### config.mk
export PLATFORM = sky130hd
export DESIGN_NAME = rls_regs
export DESIGN_NICKNAME = d
export VERILOG_FILES = /design/src/inc/rls_pkg.sv /design/src/hdl/rls_regs.sv /design/src/hdl/rls_sync.sv
export SDC_FILE = /design/constraint.sdc
export NUM_CORES = 1
export LEC_CHECK = 0
export BUFFER_PORTS_ARGS = -buffer_cell sky130_fd_sc_hd__buf_2
export CAP_MARGIN = 20
export CORE_ASPECT_RATIO = 0.7
export CORE_MARGIN = 2
export CORE_UTILIZATION = 55
export CTS_BUF_LIST = sky130_fd_sc_hd__clkbuf_16
export DETAILED_ROUTE_END_ITERATION = 8
export GPL_TIMING_DRIVEN = 0
export HOLD_SLACK_MARGIN = 0.08
export PLACE_DENSITY = 0.9
export SETUP_SLACK_MARGIN = 0.05
export SKIP_CTS_REPAIR_TIMING = 1
export SLEW_MARGIN = 10
export SYNTH_ARGS = -nofsm -noshare
export SYNTH_HDL_FRONTEND = slang
export SYNTH_SLANG_ARGS = --single-unit
### constraint.sdc
create_clock -name clock_in -period 4.5 [get_ports clock_in]
set_input_delay 0.45 -clock clock_in [delete_from_list [all_inputs] [get_ports clock_in]]
set_output_delay 0.45 -clock clock_in [all_outputs]
set_load 0.05 [all_outputs]
### src/inc/rls_pkg.sv
package rls_pkg;

    localparam int unsigned RLS_ADDR_W      = 10;
    localparam int unsigned RLS_IDX_W       = 8;

    // Register indices; byte address is four times the index
    localparam logic [7:0]  RLS_IDX_CONV6_LP = 8'hC5;
    localparam logic [7:0]  RLS_IDX_SWITCH   = 8'hC7;
    localparam logic [7:0]  RLS_IDX_LINREG1  = 8'hC8;
    localparam logic [7:0]  RLS_IDX_CTRL     = 8'hE0;
    localparam logic [7:0]  RLS_IDX_IRQ_STAT = 8'hE1;
    localparam logic [7:0]  RLS_IDX_IRQ_MASK = 8'hE2;

    // conv6_low_power_cfg fields
    localparam int unsigned RLS_C6_BEHAV_LSB  = 12;
    localparam int unsigned RLS_C6_SOURCE_LSB = 8;
    localparam int unsigned RLS_C6_VCODE_LSB  = 0;
    localparam logic [15:0] RLS_C6_MASK       = 16'h737F;
    localparam logic [15:0] RLS_C6_DEFAULT    = 16'h0006;

    // current_limit_switch_cfg fields
    localparam int unsigned RLS_SW_ACTION_LSB = 14;
    localparam int unsigned RLS_SW_START_LSB  = 10;
    localparam int unsigned RLS_SW_STOP_LSB   = 6;
    localparam int unsigned RLS_SW_SLEEP_BIT  = 4;
    localparam int unsigned RLS_SW_SLBULK_BIT = 1;
    localparam int unsigned RLS_SW_ACBULK_BIT = 0;
    localparam logic [15:0] RLS_SW_MASK       = 16'hFFD3;
    localparam logic [15:0] RLS_SW_DEFAULT    = 16'h0003;

    // linear_reg1_cfg fields
    localparam int unsigned RLS_LR_SWMODE_BIT = 14;
    localparam int unsigned RLS_LR_FLOAT_BIT  = 10;
    localparam int unsigned RLS_LR_VCODE_LSB  = 0;
    localparam logic [15:0] RLS_LR_MASK       = 16'h441F;
    localparam logic [15:0] RLS_LR_DEFAULT    = 16'h001C;

    // Sleep behaviour codes
    localparam logic [2:0]  RLS_BEH_KEEP      = 3'h0;
    localparam logic [2:0]  RLS_BEH_IMAGE     = 3'h1;
    localparam logic [2:0]  RLS_BEH_STBY      = 3'h2;
    localparam logic [2:0]  RLS_BEH_STBY_IMG  = 3'h3;
    localparam logic [2:0]  RLS_BEH_LIN       = 3'h4;
    localparam logic [2:0]  RLS_BEH_LIN_IMG   = 3'h5;
    localparam logic [2:0]  RLS_BEH_RSVD      = 3'h6;
    localparam logic [2:0]  RLS_BEH_OFF       = 3'h7;

    localparam logic [6:0]  RLS_VCODE_MAX     = 7'h66;
    localparam logic [3:0]  RLS_SLOT_NONE     = 4'h0;
    localparam logic [3:0]  RLS_SLOT_EDGE     = 4'hF;
    localparam logic [1:0]  RLS_ACT_IGNORE    = 2'h0;
    localparam logic [1:0]  RLS_ACT_DISABLE   = 2'h1;

    // Interrupt status and mask layout
    localparam int unsigned RLS_IRQ_W         = 3;
    localparam int unsigned RLS_IRQ_OC        = 0;
    localparam int unsigned RLS_IRQ_SLEEP     = 1;
    localparam int unsigned RLS_IRQ_ALLOFF    = 2;

    localparam int unsigned RLS_SYNC_W        = 5;

endpackage

### src/hdl/rls_regs.sv
`timescale 1ns/1ps
module rls_regs
    import rls_pkg::*;
(
    input  wire logic                  clock_in,
    input  wire logic                  rst_in,
    input  wire logic [RLS_ADDR_W-1:0] avs_address_in,
    input  wire logic                  avs_read_in,
    input  wire logic                  avs_write_in,
    input  wire logic [3:0]            avs_byteenable_in,
    input  wire logic [31:0]           avs_writedata_in,
    output logic      [31:0]           avs_readdata_out,
    output logic                       avs_waitrequest_out,
    input  wire logic                  low_power_input_one_in,
    input  wire logic                  low_power_input_two_in,
    input  wire logic                  low_power_input_three_in,
    input  wire logic                  gpio_sleep_in,
    input  wire logic                  switch_current_limit_in,
    input  wire logic                  psm_reset_in,
    input  wire logic                  seq_slot_strobe_in,
    input  wire logic                  seq_shutdown_phase_in,
    input  wire logic [3:0]            seq_slot_in,
    input  wire logic                  seq_enter_active_in,
    input  wire logic                  seq_enter_off_in,
    input  wire logic                  linreg1_enabled_in,
    input  wire logic [2:0]            linreg_others_off_in,
    output logic                       conv6_sleep_out,
    output logic                       conv6_use_image_out,
    output logic                       conv6_force_standby_out,
    output logic                       conv6_force_linear_out,
    output logic                       conv6_disable_out,
    output logic      [6:0]            conv6_sleep_voltage_code_out,
    output logic                       switch_enable_out,
    output logic                       switch_bulk_detect_out,
    output logic                       system_shutdown_out,
    output logic                       linreg1_switch_mode_out,
    output logic      [4:0]            linreg1_voltage_code_out,
    output logic                       linreg1_discharge_out,
    output logic                       irq_out
);
    typedef struct packed {
        logic [15:0]          conv6_lp;
        logic [15:0]          sw_cfg;
        logic [15:0]          lr1_cfg;
        logic                 sleep_bit;
        logic [RLS_IRQ_W-1:0] irq_status;
        logic [RLS_IRQ_W-1:0] irq_mask;
        logic                 waitreq;
        logic [15:0]          rdata;
        logic                 sw_on;
        logic                 oc_prev;
        logic                 sleep_prev;
        logic                 alloff_prev;
        logic                 shutdown;
        logic                 c6_sleep;
        logic                 c6_image;
        logic                 c6_stby;
        logic                 c6_lin;
        logic                 c6_off;
        logic [6:0]           c6_vcode;
        logic                 sw_en;
        logic                 bulk;
        logic                 lr1_swmode;
        logic [4:0]           lr1_vcode;
        logic                 lr1_dis;
        logic                 irq;
    } rls_state_t;

    rls_state_t s_reg;
    rls_state_t s_next;

    logic [RLS_SYNC_W-1:0] pins_sync;
    logic                  lp1_s;
    logic                  lp2_s;
    logic                  lp3_s;
    logic                  gpio_s;
    logic                  oc_s;

    rls_sync #(
        .WIDTH (RLS_SYNC_W)
    ) u_sync (
        .clock_in (clock_in),
        .rst_in   (rst_in),
        .async_in ({switch_current_limit_in, gpio_sleep_in, low_power_input_three_in,
                    low_power_input_two_in, low_power_input_one_in}),
        .sync_out (pins_sync)
    );
    assign {oc_s, gpio_s, lp3_s, lp2_s, lp1_s} = pins_sync;

    logic [RLS_IDX_W-1:0] idx;
    logic                 req;
    logic                 done;
    logic [2:0]           behav;
    logic [1:0]           source;
    logic [6:0]           vimg;
    logic [1:0]           action;
    logic [3:0]           start_slot;
    logic [3:0]           stop_slot;
    logic                 sleep_now;
    logic                 sw_start;
    logic                 sw_stop;
    logic                 oc_rise;
    logic                 all_off;
    logic                 sw_en_now;

    assign idx        = avs_address_in[RLS_ADDR_W-1:2];
    assign req        = avs_read_in | avs_write_in;
    assign done       = req & ~s_reg.waitreq;
    assign behav      = s_reg.conv6_lp[RLS_C6_BEHAV_LSB +: 3];
    assign source     = s_reg.conv6_lp[RLS_C6_SOURCE_LSB +: 2];
    assign vimg       = s_reg.conv6_lp[RLS_C6_VCODE_LSB +: 7];
    assign action     = s_reg.sw_cfg[RLS_SW_ACTION_LSB +: 2];
    assign start_slot = s_reg.sw_cfg[RLS_SW_START_LSB +: 4];
    assign stop_slot  = s_reg.sw_cfg[RLS_SW_STOP_LSB +: 4];
    assign oc_rise    = oc_s & ~s_reg.oc_prev;
    assign all_off    = ~linreg1_enabled_in & (&linreg_others_off_in);

    function automatic logic [15:0] merge(input logic [15:0] old_v, input logic [31:0] wd,
                                          input logic [3:0] be, input logic [15:0] mask);
        logic [15:0] v;
        v = {be[1] ? wd[15:8] : old_v[15:8], be[0] ? wd[7:0] : old_v[7:0]};
        return v & mask;
    endfunction

    always_comb begin
        logic [15:0]          rd_mux;
        logic [RLS_IRQ_W-1:0] events;
        logic [RLS_IRQ_W-1:0] clr;
        rd_mux = 16'h0000;
        events = '0;
        clr    = '0;
        s_next = s_reg;

        // Sleep source, GPIO sleep input overrides the select
        case (source)
            2'h0:    sleep_now = s_reg.sleep_bit;
            2'h1:    sleep_now = lp1_s;
            2'h2:    sleep_now = lp2_s;
            default: sleep_now = lp3_s;
        endcase
        sleep_now = sleep_now | gpio_s;

        // Read mux, unmapped indices read as zero
        case (idx)
            RLS_IDX_CONV6_LP: rd_mux = s_reg.conv6_lp;
            RLS_IDX_SWITCH:   rd_mux = s_reg.sw_cfg;
            RLS_IDX_LINREG1:  rd_mux = s_reg.lr1_cfg;
            RLS_IDX_CTRL:     rd_mux = {15'h0000, s_reg.sleep_bit};
            RLS_IDX_IRQ_STAT: rd_mux = {13'h0000, s_reg.irq_status};
            RLS_IDX_IRQ_MASK: rd_mux = {13'h0000, s_reg.irq_mask};
            default:          rd_mux = 16'h0000;
        endcase

        // One wait cycle per access; write lands on the completing edge
        s_next.waitreq = ~(req & s_reg.waitreq);
        if (avs_read_in && s_reg.waitreq) begin
            s_next.rdata = rd_mux;
        end
        if (done && avs_write_in) begin
            case (idx)
                RLS_IDX_CONV6_LP: s_next.conv6_lp = merge(s_reg.conv6_lp, avs_writedata_in,
                                                          avs_byteenable_in, RLS_C6_MASK);
                RLS_IDX_SWITCH:   s_next.sw_cfg = merge(s_reg.sw_cfg, avs_writedata_in,
                                                        avs_byteenable_in, RLS_SW_MASK);
                RLS_IDX_LINREG1:  s_next.lr1_cfg = merge(s_reg.lr1_cfg, avs_writedata_in,
                                                         avs_byteenable_in, RLS_LR_MASK);
                RLS_IDX_CTRL: begin
                    if (avs_byteenable_in[0]) begin
                        s_next.sleep_bit = avs_writedata_in[0];
                    end
                end
                RLS_IDX_IRQ_MASK: begin
                    if (avs_byteenable_in[0]) begin
                        s_next.irq_mask = avs_writedata_in[RLS_IRQ_W-1:0];
                    end
                end
                default: ;
            endcase
        end
        // Power state machine wins over a software write in the same cycle
        if (psm_reset_in) begin
            s_next.conv6_lp = RLS_C6_DEFAULT;
            s_next.sw_cfg   = RLS_SW_DEFAULT;
            s_next.lr1_cfg  = RLS_LR_DEFAULT;
            s_next.shutdown = 1'b0;
        end

        // Converter sleep behaviour; reserved code falls into keep
        s_next.c6_sleep = sleep_now;
        s_next.c6_image = 1'b0;
        s_next.c6_stby  = 1'b0;
        s_next.c6_lin   = 1'b0;
        s_next.c6_off   = 1'b0;
        if (sleep_now) begin
            case (behav)
                RLS_BEH_IMAGE:    s_next.c6_image = 1'b1;
                RLS_BEH_STBY:     s_next.c6_stby = 1'b1;
                RLS_BEH_STBY_IMG: {s_next.c6_stby, s_next.c6_image} = 2'h3;
                RLS_BEH_LIN:      s_next.c6_lin = 1'b1;
                RLS_BEH_LIN_IMG:  {s_next.c6_lin, s_next.c6_image} = 2'h3;
                RLS_BEH_OFF:      s_next.c6_off = 1'b1;
                RLS_BEH_RSVD:     s_next.c6_image = 1'b0;
                default:          s_next.c6_image = 1'b0;
            endcase
        end
        // Codes past 3.4 V would overdrive the load, so clamp
        s_next.c6_vcode = (vimg > RLS_VCODE_MAX) ? RLS_VCODE_MAX : vimg;

        // Switch sequencing
        sw_start = (seq_slot_strobe_in && !seq_shutdown_phase_in && seq_slot_in == start_slot
                    && start_slot != RLS_SLOT_NONE && start_slot != RLS_SLOT_EDGE)
                   || (seq_enter_active_in && start_slot == RLS_SLOT_EDGE);
        sw_stop  = (seq_slot_strobe_in && seq_shutdown_phase_in && seq_slot_in == stop_slot
                    && stop_slot != RLS_SLOT_NONE && stop_slot != RLS_SLOT_EDGE)
                   || (seq_enter_off_in && (stop_slot == RLS_SLOT_NONE
                                            || stop_slot == RLS_SLOT_EDGE));
        if (sw_start) begin
            s_next.sw_on = 1'b1;
        end
        if (sw_stop) begin
            s_next.sw_on = 1'b0;
        end
        s_next.oc_prev = oc_s;
        if (oc_rise && s_reg.sw_on) begin
            events[RLS_IRQ_OC] = 1'b1;
            if (action == RLS_ACT_DISABLE) begin
                s_next.sw_on = 1'b0;
            end else if (action != RLS_ACT_IGNORE) begin
                s_next.shutdown = 1'b1;
            end
        end
        sw_en_now = s_reg.sw_on && (!sleep_now || s_reg.sw_cfg[RLS_SW_SLEEP_BIT]);
        s_next.sw_en = sw_en_now;
        s_next.bulk  = !sw_en_now && (sleep_now ? s_reg.sw_cfg[RLS_SW_SLBULK_BIT]
                                                : s_reg.sw_cfg[RLS_SW_ACBULK_BIT]);

        // Linear regulator one
        s_next.lr1_swmode = s_reg.lr1_cfg[RLS_LR_SWMODE_BIT];
        s_next.lr1_vcode  = s_reg.lr1_cfg[RLS_LR_SWMODE_BIT] ? 5'h00
                            : s_reg.lr1_cfg[RLS_LR_VCODE_LSB +: 5];
        s_next.lr1_dis    = !linreg1_enabled_in &&
                            (!s_reg.lr1_cfg[RLS_LR_FLOAT_BIT] || all_off);

        // Sticky events; a set in the clearing cycle survives
        s_next.sleep_prev = sleep_now;
        s_next.alloff_prev = all_off;
        events[RLS_IRQ_SLEEP]  = sleep_now & ~s_reg.sleep_prev;
        events[RLS_IRQ_ALLOFF] = all_off & ~s_reg.alloff_prev;
        if (done && avs_read_in && idx == RLS_IDX_IRQ_STAT) begin
            clr = '1;
        end
        s_next.irq_status = (s_reg.irq_status & ~clr) | events;
        s_next.irq = |(s_next.irq_status & s_next.irq_mask);
    end

    always_ff @(posedge clock_in) begin
        if (rst_in) begin
            s_reg           <= '0;
            s_reg.conv6_lp  <= RLS_C6_DEFAULT;
            s_reg.sw_cfg    <= RLS_SW_DEFAULT;
            s_reg.lr1_cfg   <= RLS_LR_DEFAULT;
            s_reg.waitreq   <= 1'b1;
            s_reg.bulk      <= 1'b1;
            s_reg.c6_vcode  <= RLS_C6_DEFAULT[6:0];
            s_reg.lr1_vcode <= RLS_LR_DEFAULT[4:0];
        end else begin
            s_reg <= s_next;
        end
    end

    assign avs_readdata_out             = {16'h0000, s_reg.rdata};
    assign avs_waitrequest_out          = s_reg.waitreq;
    assign conv6_sleep_out              = s_reg.c6_sleep;
    assign conv6_use_image_out          = s_reg.c6_image;
    assign conv6_force_standby_out      = s_reg.c6_stby;
    assign conv6_force_linear_out       = s_reg.c6_lin;
    assign conv6_disable_out            = s_reg.c6_off;
    assign conv6_sleep_voltage_code_out = s_reg.c6_vcode;
    assign switch_enable_out            = s_reg.sw_en;
    assign switch_bulk_detect_out       = s_reg.bulk;
    assign system_shutdown_out          = s_reg.shutdown;
    assign linreg1_switch_mode_out      = s_reg.lr1_swmode;
    assign linreg1_voltage_code_out     = s_reg.lr1_vcode;
    assign linreg1_discharge_out        = s_reg.lr1_dis;
    assign irq_out                      = s_reg.irq;
endmodule

### src/hdl/rls_sync.sv
`timescale 1ns/1ps
module rls_sync
    import rls_pkg::*;
#(
    parameter int unsigned WIDTH = 1
) (
    input  wire logic             clock_in,
    input  wire logic             rst_in,
    input  wire logic [WIDTH-1:0] async_in,
    output logic      [WIDTH-1:0] sync_out
);
    logic [WIDTH-1:0] meta_reg;
    logic [WIDTH-1:0] sync_reg;

    // One two-stage chain per pin; first stage feeds only the second
    genvar i;
    for (i = 0; i < WIDTH; i++) begin : g_bit
        always_ff @(posedge clock_in) begin
            if (rst_in) begin
                meta_reg[i] <= 1'b0;
                sync_reg[i] <= 1'b0;
            end else begin
                meta_reg[i] <= async_in[i];
                sync_reg[i] <= meta_reg[i];
            end
        end
    end

    assign sync_out = sync_reg;
endmodule

==> flow_metrics.env, run 1 <==
export IMPL_irDropWorstVdd_mv=0.245
export IMPL_globalRoute_busiestLayer="met2"
export IMPL_drt_first_iter_violations=312
export IMPL_final_cells=629
export IMPL_final_critical_path_setup_slack_ps=2670
export IMPL_critPathArrivalTime_ps=2030
export IMPL_start_util_pct=57.4
export IMPL_synth_seq_cells=92
export IMPL_fraction_of_the_yosys_area_taken_by_sequential_cells_pct=47.1
export IMPL_vias_per_cell=5.40
export IMPL_synth_top_area_share_pct=47.1
export IMPL_yosys_most_used_dff="sky130_fd_sc_hd__dfxtp_1"
export IMPL_antenna_cells_inserted=0
export IMPL_synthTopCellsByArea="sky130_fd_sc_hd__dfxtp_1, sky130_fd_sc_hd__buf_4, sky130_fd_sc_hd__mux2i_1"
export IMPL_timing_reg2reg_setup_slack_ps=2710
export IMPL_startpoint_of_the_worst_register_to_register_path="s_reg[92]"
export IMPL_clock_path_buffers=2
export IMPL_cts_max_level=3
export IMPL_flow_area_growth_from_synthesis_pct=22.8
export IMPL_r2r_end="irq_out"
export IMPL_grt_antenna_before_repair=0
export IMPL_die_h_um=74.6
export IMPL_largest_family_of_logic_cells_by_synthesized_area="simple AND/OR/NAND/NOR gates"
export IMPL_placed_cell_area_um2=4510
export IMPL_finClkSkew_ps=5.47
export IMPL_routed_via_count=3399
export IMPL_largest_net_degree_at_the_start_of_global_routing=16
export IMPL_final_nets=598
export IMPL_crit_type="input pin to flop"
export IMPL_clock_buffers_created_by_tritoncts=9
export IMPL_critical_path_endpoint_type="flop"
export IMPL_postLayoutCellArea_um2=4800
export IMPL_clk_pin_slew_worst_paths_ps=60
export IMPL_grt_util_met3_pct=8.76
export IMPL_synth_edff_count=0
export IMPL_holdCritPathClass="input pin to flop"
export IMPL_power_total_mw=1.69
export IMPL_hold_ws_ps=285
export IMPL_outcome="complete, no violations"
export IMPL_timing_worst_slew_pin_value_ps=659
export IMPL_crit_path_max_fanout=9
export IMPL_achievable_frequency_mhz=546
export IMPL_most_common_cell_after_layout_fill_and_taps_aside="sky130_fd_sc_hd__dfxtp_1"
export IMPL_timing_final_crit_period_ps=1830
export IMPL_via_count_of_the_first_global_routing_pass=3057
export IMPL_dieArea_um2=7820
export IMPL_unrepaired_setup_endpoints_after_global_routing="no"
export IMPL_synth_adder_area_share_pct=0
export IMPL_synthMuxAreaShare_pct=8.28
export IMPL_cp_start_kind="input pin"
export IMPL_fp_row_count=25
export IMPL_global_route_usage_total_pct=26.3
export IMPL_compound_cell_area_share_of_the_yosys_netlist_pct=11.3
export IMPL_place_detailed_instances=613
export IMPL_globalplace_congestion=1.00
export IMPL_grt_first_pass_wirelength_mm=15.6
export IMPL_cell_depth_of_the_worst_hold_path=2
export IMPL_report_final_hold_viol_count=0
export IMPL_maxSlewHeadroom_pct=56.1
export IMPL_detailedRoute_firstPassIterationCount=5
export IMPL_clk_insertion_delay_late_ps=340
export IMPL_yosys_area_share_simple_pct=20.4
export IMPL_drv_max_cap_violation_count=0
export IMPL_totalNegativeSetupSlack_ps=0
export IMPL_hold_path_end="linreg1_discharge_out"
export IMPL_required_time_of_the_critical_path_ps=4700
export IMPL_clk_tree_root_cell="sky130_fd_sc_hd__clkbuf_16"
export IMPL_tritoncts_clock_tree="built"
export IMPL_post_route_util_pct=70.5
export IMPL_drt_total_wl_mm=10.2
export IMPL_post_route_cells_drive_above_1_share_pct=29.7
export IMPL_depth_of_the_most_critical_reg_to_reg_path=5
export IMPL_post_synth_xor_area_fraction_pct=1.57
export IMPL_ioPinCount=124
export IMPL_hpwlAfterDp_mm=7.61
export IMPL_antenna_left=0
export IMPL_preCtsSetupSlack_ps=2360
export IMPL_synth_top_area_cell="sky130_fd_sc_hd__dfxtp_1"
export IMPL_die_wd_um=105
export IMPL_syn_cell_area_um2=3910
export IMPL_number_of_instances_in_the_synthesized_netlist=419
export IMPL_numPortBuffers=85
export IMPL_power_leakage_nw=2.10
export IMPL_power_density_nw_per_um2=352
export IMPL_grt_met2_usage_pct=41.6
export IMPL_global_route_usage_met1_pct=33.9
export IMPL_most_common_layout_cells="sky130_fd_sc_hd__dfxtp_1, sky130_fd_sc_hd__buf_2, sky130_fd_sc_hd__buf_4"
export IMPL_share_of_synthesized_flip_flops_with_an_asynchronous_set_or_reset_pct=0
export IMPL_largest_register_ffs=36
export IMPL_clkSinkCount=92
export IMPL_avgSynthCellArea_um2=9.34
export IMPL_detail_route_wl_per_cell_um=16.2
export IMPL_remaining_drc_errors=0
export IMPL_post_route_period_util_pct=40.7
export IMPL_report_final_slew_viol_count=0
export IMPL_setup_violations_final=0
export IMPL_globalRouteOverflowTotal=0
export IMPL_synth_lib_cells_used_distinct=53
export IMPL_ys_warnings_count=0
export IMPL_coreArea_um2=6820
export IMPL_holdCritStartpoint="linreg1_enabled_in"
## worst max-delay path, stage by stage
cell and delay, ps:
sky130_fd_sc_hd__buf_2 150, sky130_fd_sc_hd__or2_4 250, sky130_fd_sc_hd__nor4_4 540, sky130_fd_sc_hd__and2_1 230, sky130_fd_sc_hd__buf_6 130, sky130_fd_sc_hd__mux2i_1 200
sky130_fd_sc_hd__nand2_1 70
## layout make-up
| class | instances | area (µm²) |
|---|---|---|
| clock buffers | 9 | 225 |
| inverters | 5 | 18.8 |
| clock inverters | 7 | 67.6 |
| flip-flops and latches | 92 | 1840 |
| well taps | 94 | 118 |
| multi-input cells | 275 | 1690 |
| plain buffers | 62 | 423 |
| fillers | 533 | 2010 |
| repair buffers | 85 | 425 |
## worst max path at each step
| stage | cells past startpoint | end | slack, ps | start |
|---|---|---|---|---|
| floorplan | 7 | s_reg[53] | 2670 | avs_address_in[2] |
| global placement | 7 | s_reg[53] | 2430 | avs_address_in[3] |
| detailed placement | 7 | s_reg[77] | 2360 | avs_address_in[5] |
| CTS | 7 | s_reg[77] | 2710 | avs_address_in[5] |
| global route | 6 | action[0] | 2560 | avs_address_in[7] |
| finish | 7 | s_reg[53] | 2670 | avs_address_in[3] |
## cell families (layout without fill, tap and decap cells)
group | Yosys count | count (layout)
compound gates | 66 | 66
xor+xnor | 7 | 7
buf+inv | 67 | 168
flops | 92 | 92
mux | 31 | 31
other cells | 1 | 16
simple gates | 155 | 155
## Yosys cell counts (3+ instances only)
| library cell | n |
|---|---|
| sky130_fd_sc_hd__a211oi_1 | 3 |
| sky130_fd_sc_hd__a21o_1 | 3 |
| sky130_fd_sc_hd__a21oi_1 | 17 |
| sky130_fd_sc_hd__a22oi_1 | 12 |
| sky130_fd_sc_hd__and2_1 | 7 |
| sky130_fd_sc_hd__and3_1 | 3 |
| sky130_fd_sc_hd__buf_2 | 5 |
| sky130_fd_sc_hd__buf_4 | 45 |
| sky130_fd_sc_hd__clkbuf_1 | 9 |
| sky130_fd_sc_hd__dfxtp_1 | 92 |
| sky130_fd_sc_hd__inv_1 | 5 |
| sky130_fd_sc_hd__mux2i_1 | 29 |
| sky130_fd_sc_hd__nand2_1 | 39 |
| sky130_fd_sc_hd__nand2b_1 | 5 |
| sky130_fd_sc_hd__nand3_1 | 18 |
| sky130_fd_sc_hd__nand3b_1 | 3 |
| sky130_fd_sc_hd__nand4_1 | 3 |
| sky130_fd_sc_hd__nor2_1 | 41 |
| sky130_fd_sc_hd__nor2b_1 | 19 |
| sky130_fd_sc_hd__nor3_1 | 3 |
| sky130_fd_sc_hd__nor4b_1 | 3 |
| sky130_fd_sc_hd__o21ai_0 | 13 |
| sky130_fd_sc_hd__xnor2_1 | 3 |
| sky130_fd_sc_hd__xor2_1 | 4 |
## layer usage
| metal | vias to the layer above | part of all wire [%] |
|---|---|---|
| met5 | - | 0 |
| met2 | 192 | 46 |
| met4 | 0 | 1.8 |
| met3 | 22 | 10 |
| met1 | 1570 | 42 |
| li1 | 1615 | - |
## where the power goes
group | internal (mW) | leakage, nW | switching, mW
Clock | 0.427 | 0.140 | 0.303
Combinational | 0.0426 | 1.22 | 0.0915
Sequential | 0.822 | 0.745 | 0.00348
Power figures use the tool's default switching activity.
==> run 2, diff against run 1 <==
CORE_UTILIZATION = 51   (was 55)
PLACE_DENSITY = 0.85   (was 0.9)
clock period = 1.85 ns   (was 4.5 ns; I/O delays follow)
==> run 2 against run 1 <==
Against the previous run:
- non-clock buffer count is 4 higher
- clock power rose to 2.5 times the previous value
- design area rose by 1.1%
- sequential cell count unchanged
- setup slack worse by 2500 ps
- sequential share of layout area decreased by 0.43 points
- wire length decreased by 0.54%
- utilization is 4.4 points lower
- count of clock-buffer cells in the layout did not move
- clock skew grew 1.6 ps
- die area rose by 7.5%
- critical path type is now flop to flop
- critical endpoint is now irq_out
- highest routed layer unchanged
==> flow_metrics.env, run 2 (synthesis results as in run 1) <==
export IMPL_clkSinkCount=92
export IMPL_hpwlAfterDp_mm=7.59
export IMPL_crit_path_max_fanout=7
export IMPL_antenna_cells_inserted=0
export IMPL_cts_max_level=3
export IMPL_irDropWorstVdd_mv=0.524
export IMPL_drt_first_iter_violations=292
export IMPL_timing_worst_slew_pin_value_ps=648
export IMPL_die_h_um=77.3
export IMPL_clk_insertion_delay_late_ps=340
export IMPL_routed_via_count=3399
export IMPL_start_util_pct=53.2
export IMPL_crit_slowest_cell="sky130_fd_sc_hd__mux4_2"
export IMPL_globalplace_congestion=0.989
export IMPL_drv_max_cap_violation_count=0
export IMPL_vias_per_cell=5.34
export IMPL_grt_antenna_before_repair=0
export IMPL_grt_first_pass_wirelength_mm=15.9
export IMPL_power_total_mw=4.17
export IMPL_required_time_of_the_critical_path_ps=2050
export IMPL_fraction_of_power_spent_switching_nets_pct=24.2
export IMPL_holdCritPathClass="input pin to flop"
export IMPL_report_final_slew_viol_count=0
export IMPL_seq_power_share_pct=48.1
export IMPL_post_route_cells_drive_above_1_share_pct=30.1
export IMPL_power_density_nw_per_um2=858
export IMPL_tritoncts_clock_tree="built"
export IMPL_finClkSkew_ps=7.03
export IMPL_clock_buffers_created_by_tritoncts=9
export IMPL_outcome="complete, no violations"
export IMPL_preCtsSetupSlack_ps=-36.5
export IMPL_cell_depth_of_the_worst_hold_path=2
export IMPL_final_critical_path_setup_slack_ps=151
export IMPL_post_route_period_util_pct=91.9
export IMPL_crit_type="flop to flop"
export IMPL_timing_final_crit_period_ps=1700
export IMPL_clk_tree_root_cell="sky130_fd_sc_hd__clkbuf_16"
export IMPL_antenna_left=0
export IMPL_drt_total_wl_mm=10.1
export IMPL_totalNegativeSetupSlack_ps=0
export IMPL_final_nets=602
export IMPL_most_common_layout_cells="sky130_fd_sc_hd__dfxtp_1, sky130_fd_sc_hd__buf_2, sky130_fd_sc_hd__buf_4"
export IMPL_critical_path_endpoint_type="flop"
export IMPL_report_final_hold_viol_count=0
export IMPL_cp_start_kind="flop"
export IMPL_remaining_drc_errors=0
export IMPL_pwr_share_clk_pct=43.9
export IMPL_critPathArrivalTime_ps=1890
export IMPL_max_stage_delay_ps=530
export IMPL_largest_register_ffs=36
export IMPL_numPortBuffers=85
export IMPL_total_switching_power_mw=1.01
export IMPL_clk_pin_slew_worst_paths_ps=60
export IMPL_setup_violations_final=0
export IMPL_hold_ws_ps=64.0
export IMPL_flow_area_growth_from_synthesis_pct=24.2
export IMPL_detail_route_wl_per_cell_um=15.9
export IMPL_depth_of_the_most_critical_reg_to_reg_path=5
export IMPL_achievable_frequency_mhz=588
export IMPL_dieArea_um2=8400
export IMPL_unrepaired_setup_endpoints_after_global_routing="yes"
export IMPL_global_route_usage_total_pct=24.9
export IMPL_detailedRoute_firstPassIterationCount=5
export IMPL_maxSlewHeadroom_pct=56.7
export IMPL_power_share_combinational_pct=8.0
export IMPL_via_count_of_the_first_global_routing_pass=3092
export IMPL_fp_row_count=26
export IMPL_largest_net_degree_at_the_start_of_global_routing=17
export IMPL_ioPinCount=124
export IMPL_most_common_cell_after_layout_fill_and_taps_aside="sky130_fd_sc_hd__dfxtp_1"
export IMPL_power_leakage_nw=2.12
export IMPL_die_wd_um=109
export IMPL_globalRouteOverflowTotal=0
export IMPL_internal_power_mw=3.16
export IMPL_clock_path_buffers=2
export IMPL_coreArea_um2=7350
export IMPL_worstPathCellList="mux4_2 > nor2_2 > nor2_1 > a21oi_1 > o31ai_1"
run 2: changes by cell type in the layout (fill, tap and decap cells not counted):
cell,delta
sky130_fd_sc_hd__dlygate4sd3_1,+4
sky130_fd_sc_hd__clkinv_1,-2
sky130_fd_sc_hd__clkinv_4,-2
sky130_fd_sc_hd__clkinvlp_4,+2
sky130_fd_sc_hd__inv_6,+2
sky130_fd_sc_hd__clkbuf_1,-1
sky130_fd_sc_hd__clkbuf_2,+1
sky130_fd_sc_hd__clkinv_2,-1
sky130_fd_sc_hd__inv_1,+1
sky130_fd_sc_hd__nor2_1,-1
sky130_fd_sc_hd__nor2_2,+1
run 2: area by class of cell:
cell class                 instances  area (µm²)
sequential                        92        1840
clock inverter                     7        73.8
tap                               98         123
buffer                            62         424
inverter                           5        18.8
multi-input combinational        275        1690
clock buffer                       9         225
timing repair buffer              89         465
fill                             640        2490
run 2: final timing paths:
kind	slack [ps]	start	end
max	150	s_reg[92]	irq_out
min	60	switch_current_limit_in	u_sync.meta_reg[4]
max reg2reg	150	s_reg[92]	irq_out
min reg2reg	440	u_sync.meta_reg[2]	u_sync.sync_out[2]
run 2: stage by stage:
stage	cells	cell area (µm²)	util (%)
floorplan	434	3970	-
CTS	633	4820	65.5
detailed placement	617	4520	61.4
global placement	617	4520	61.4
finish	637	4860	66.1
global route	637	4860	66.1
run 2: per-layer routing:
| layer | up-vias | track usage [%] | share of wire (%) |
|---|---|---|---|
| met1 | 1574 | 35.5 | 45 |
| li1 | 1625 | - | - |
| met3 | 21 | 6.04 | 9.5 |
| met4 | 0 | 7.18 | 1.5 |
| met2 | 179 | 37.3 | 44 |
| met5 | - | 0 | 0 |
run 2: worst max-delay path: cells and delay by family (launching register included):
family | cells | cell delay (ps)
compound gates | 2 | 310
simple gates | 2 | 330
mux | 1 | 530
flops | 1 | 400
run 2: power groups by stage:
stage          Sequential (mW)  Clock (mW)  Combinational [mW]
6_report                  2.01        1.83               0.335
5_1_grt                   2.01        1.93               0.354
4_1_cts                   2.01        1.83               0.322
3_5_place_dp              2.05           0               0.320
3_3_place_gp              2.05           0               0.315
2_1_floorplan             2.06           0               0.199
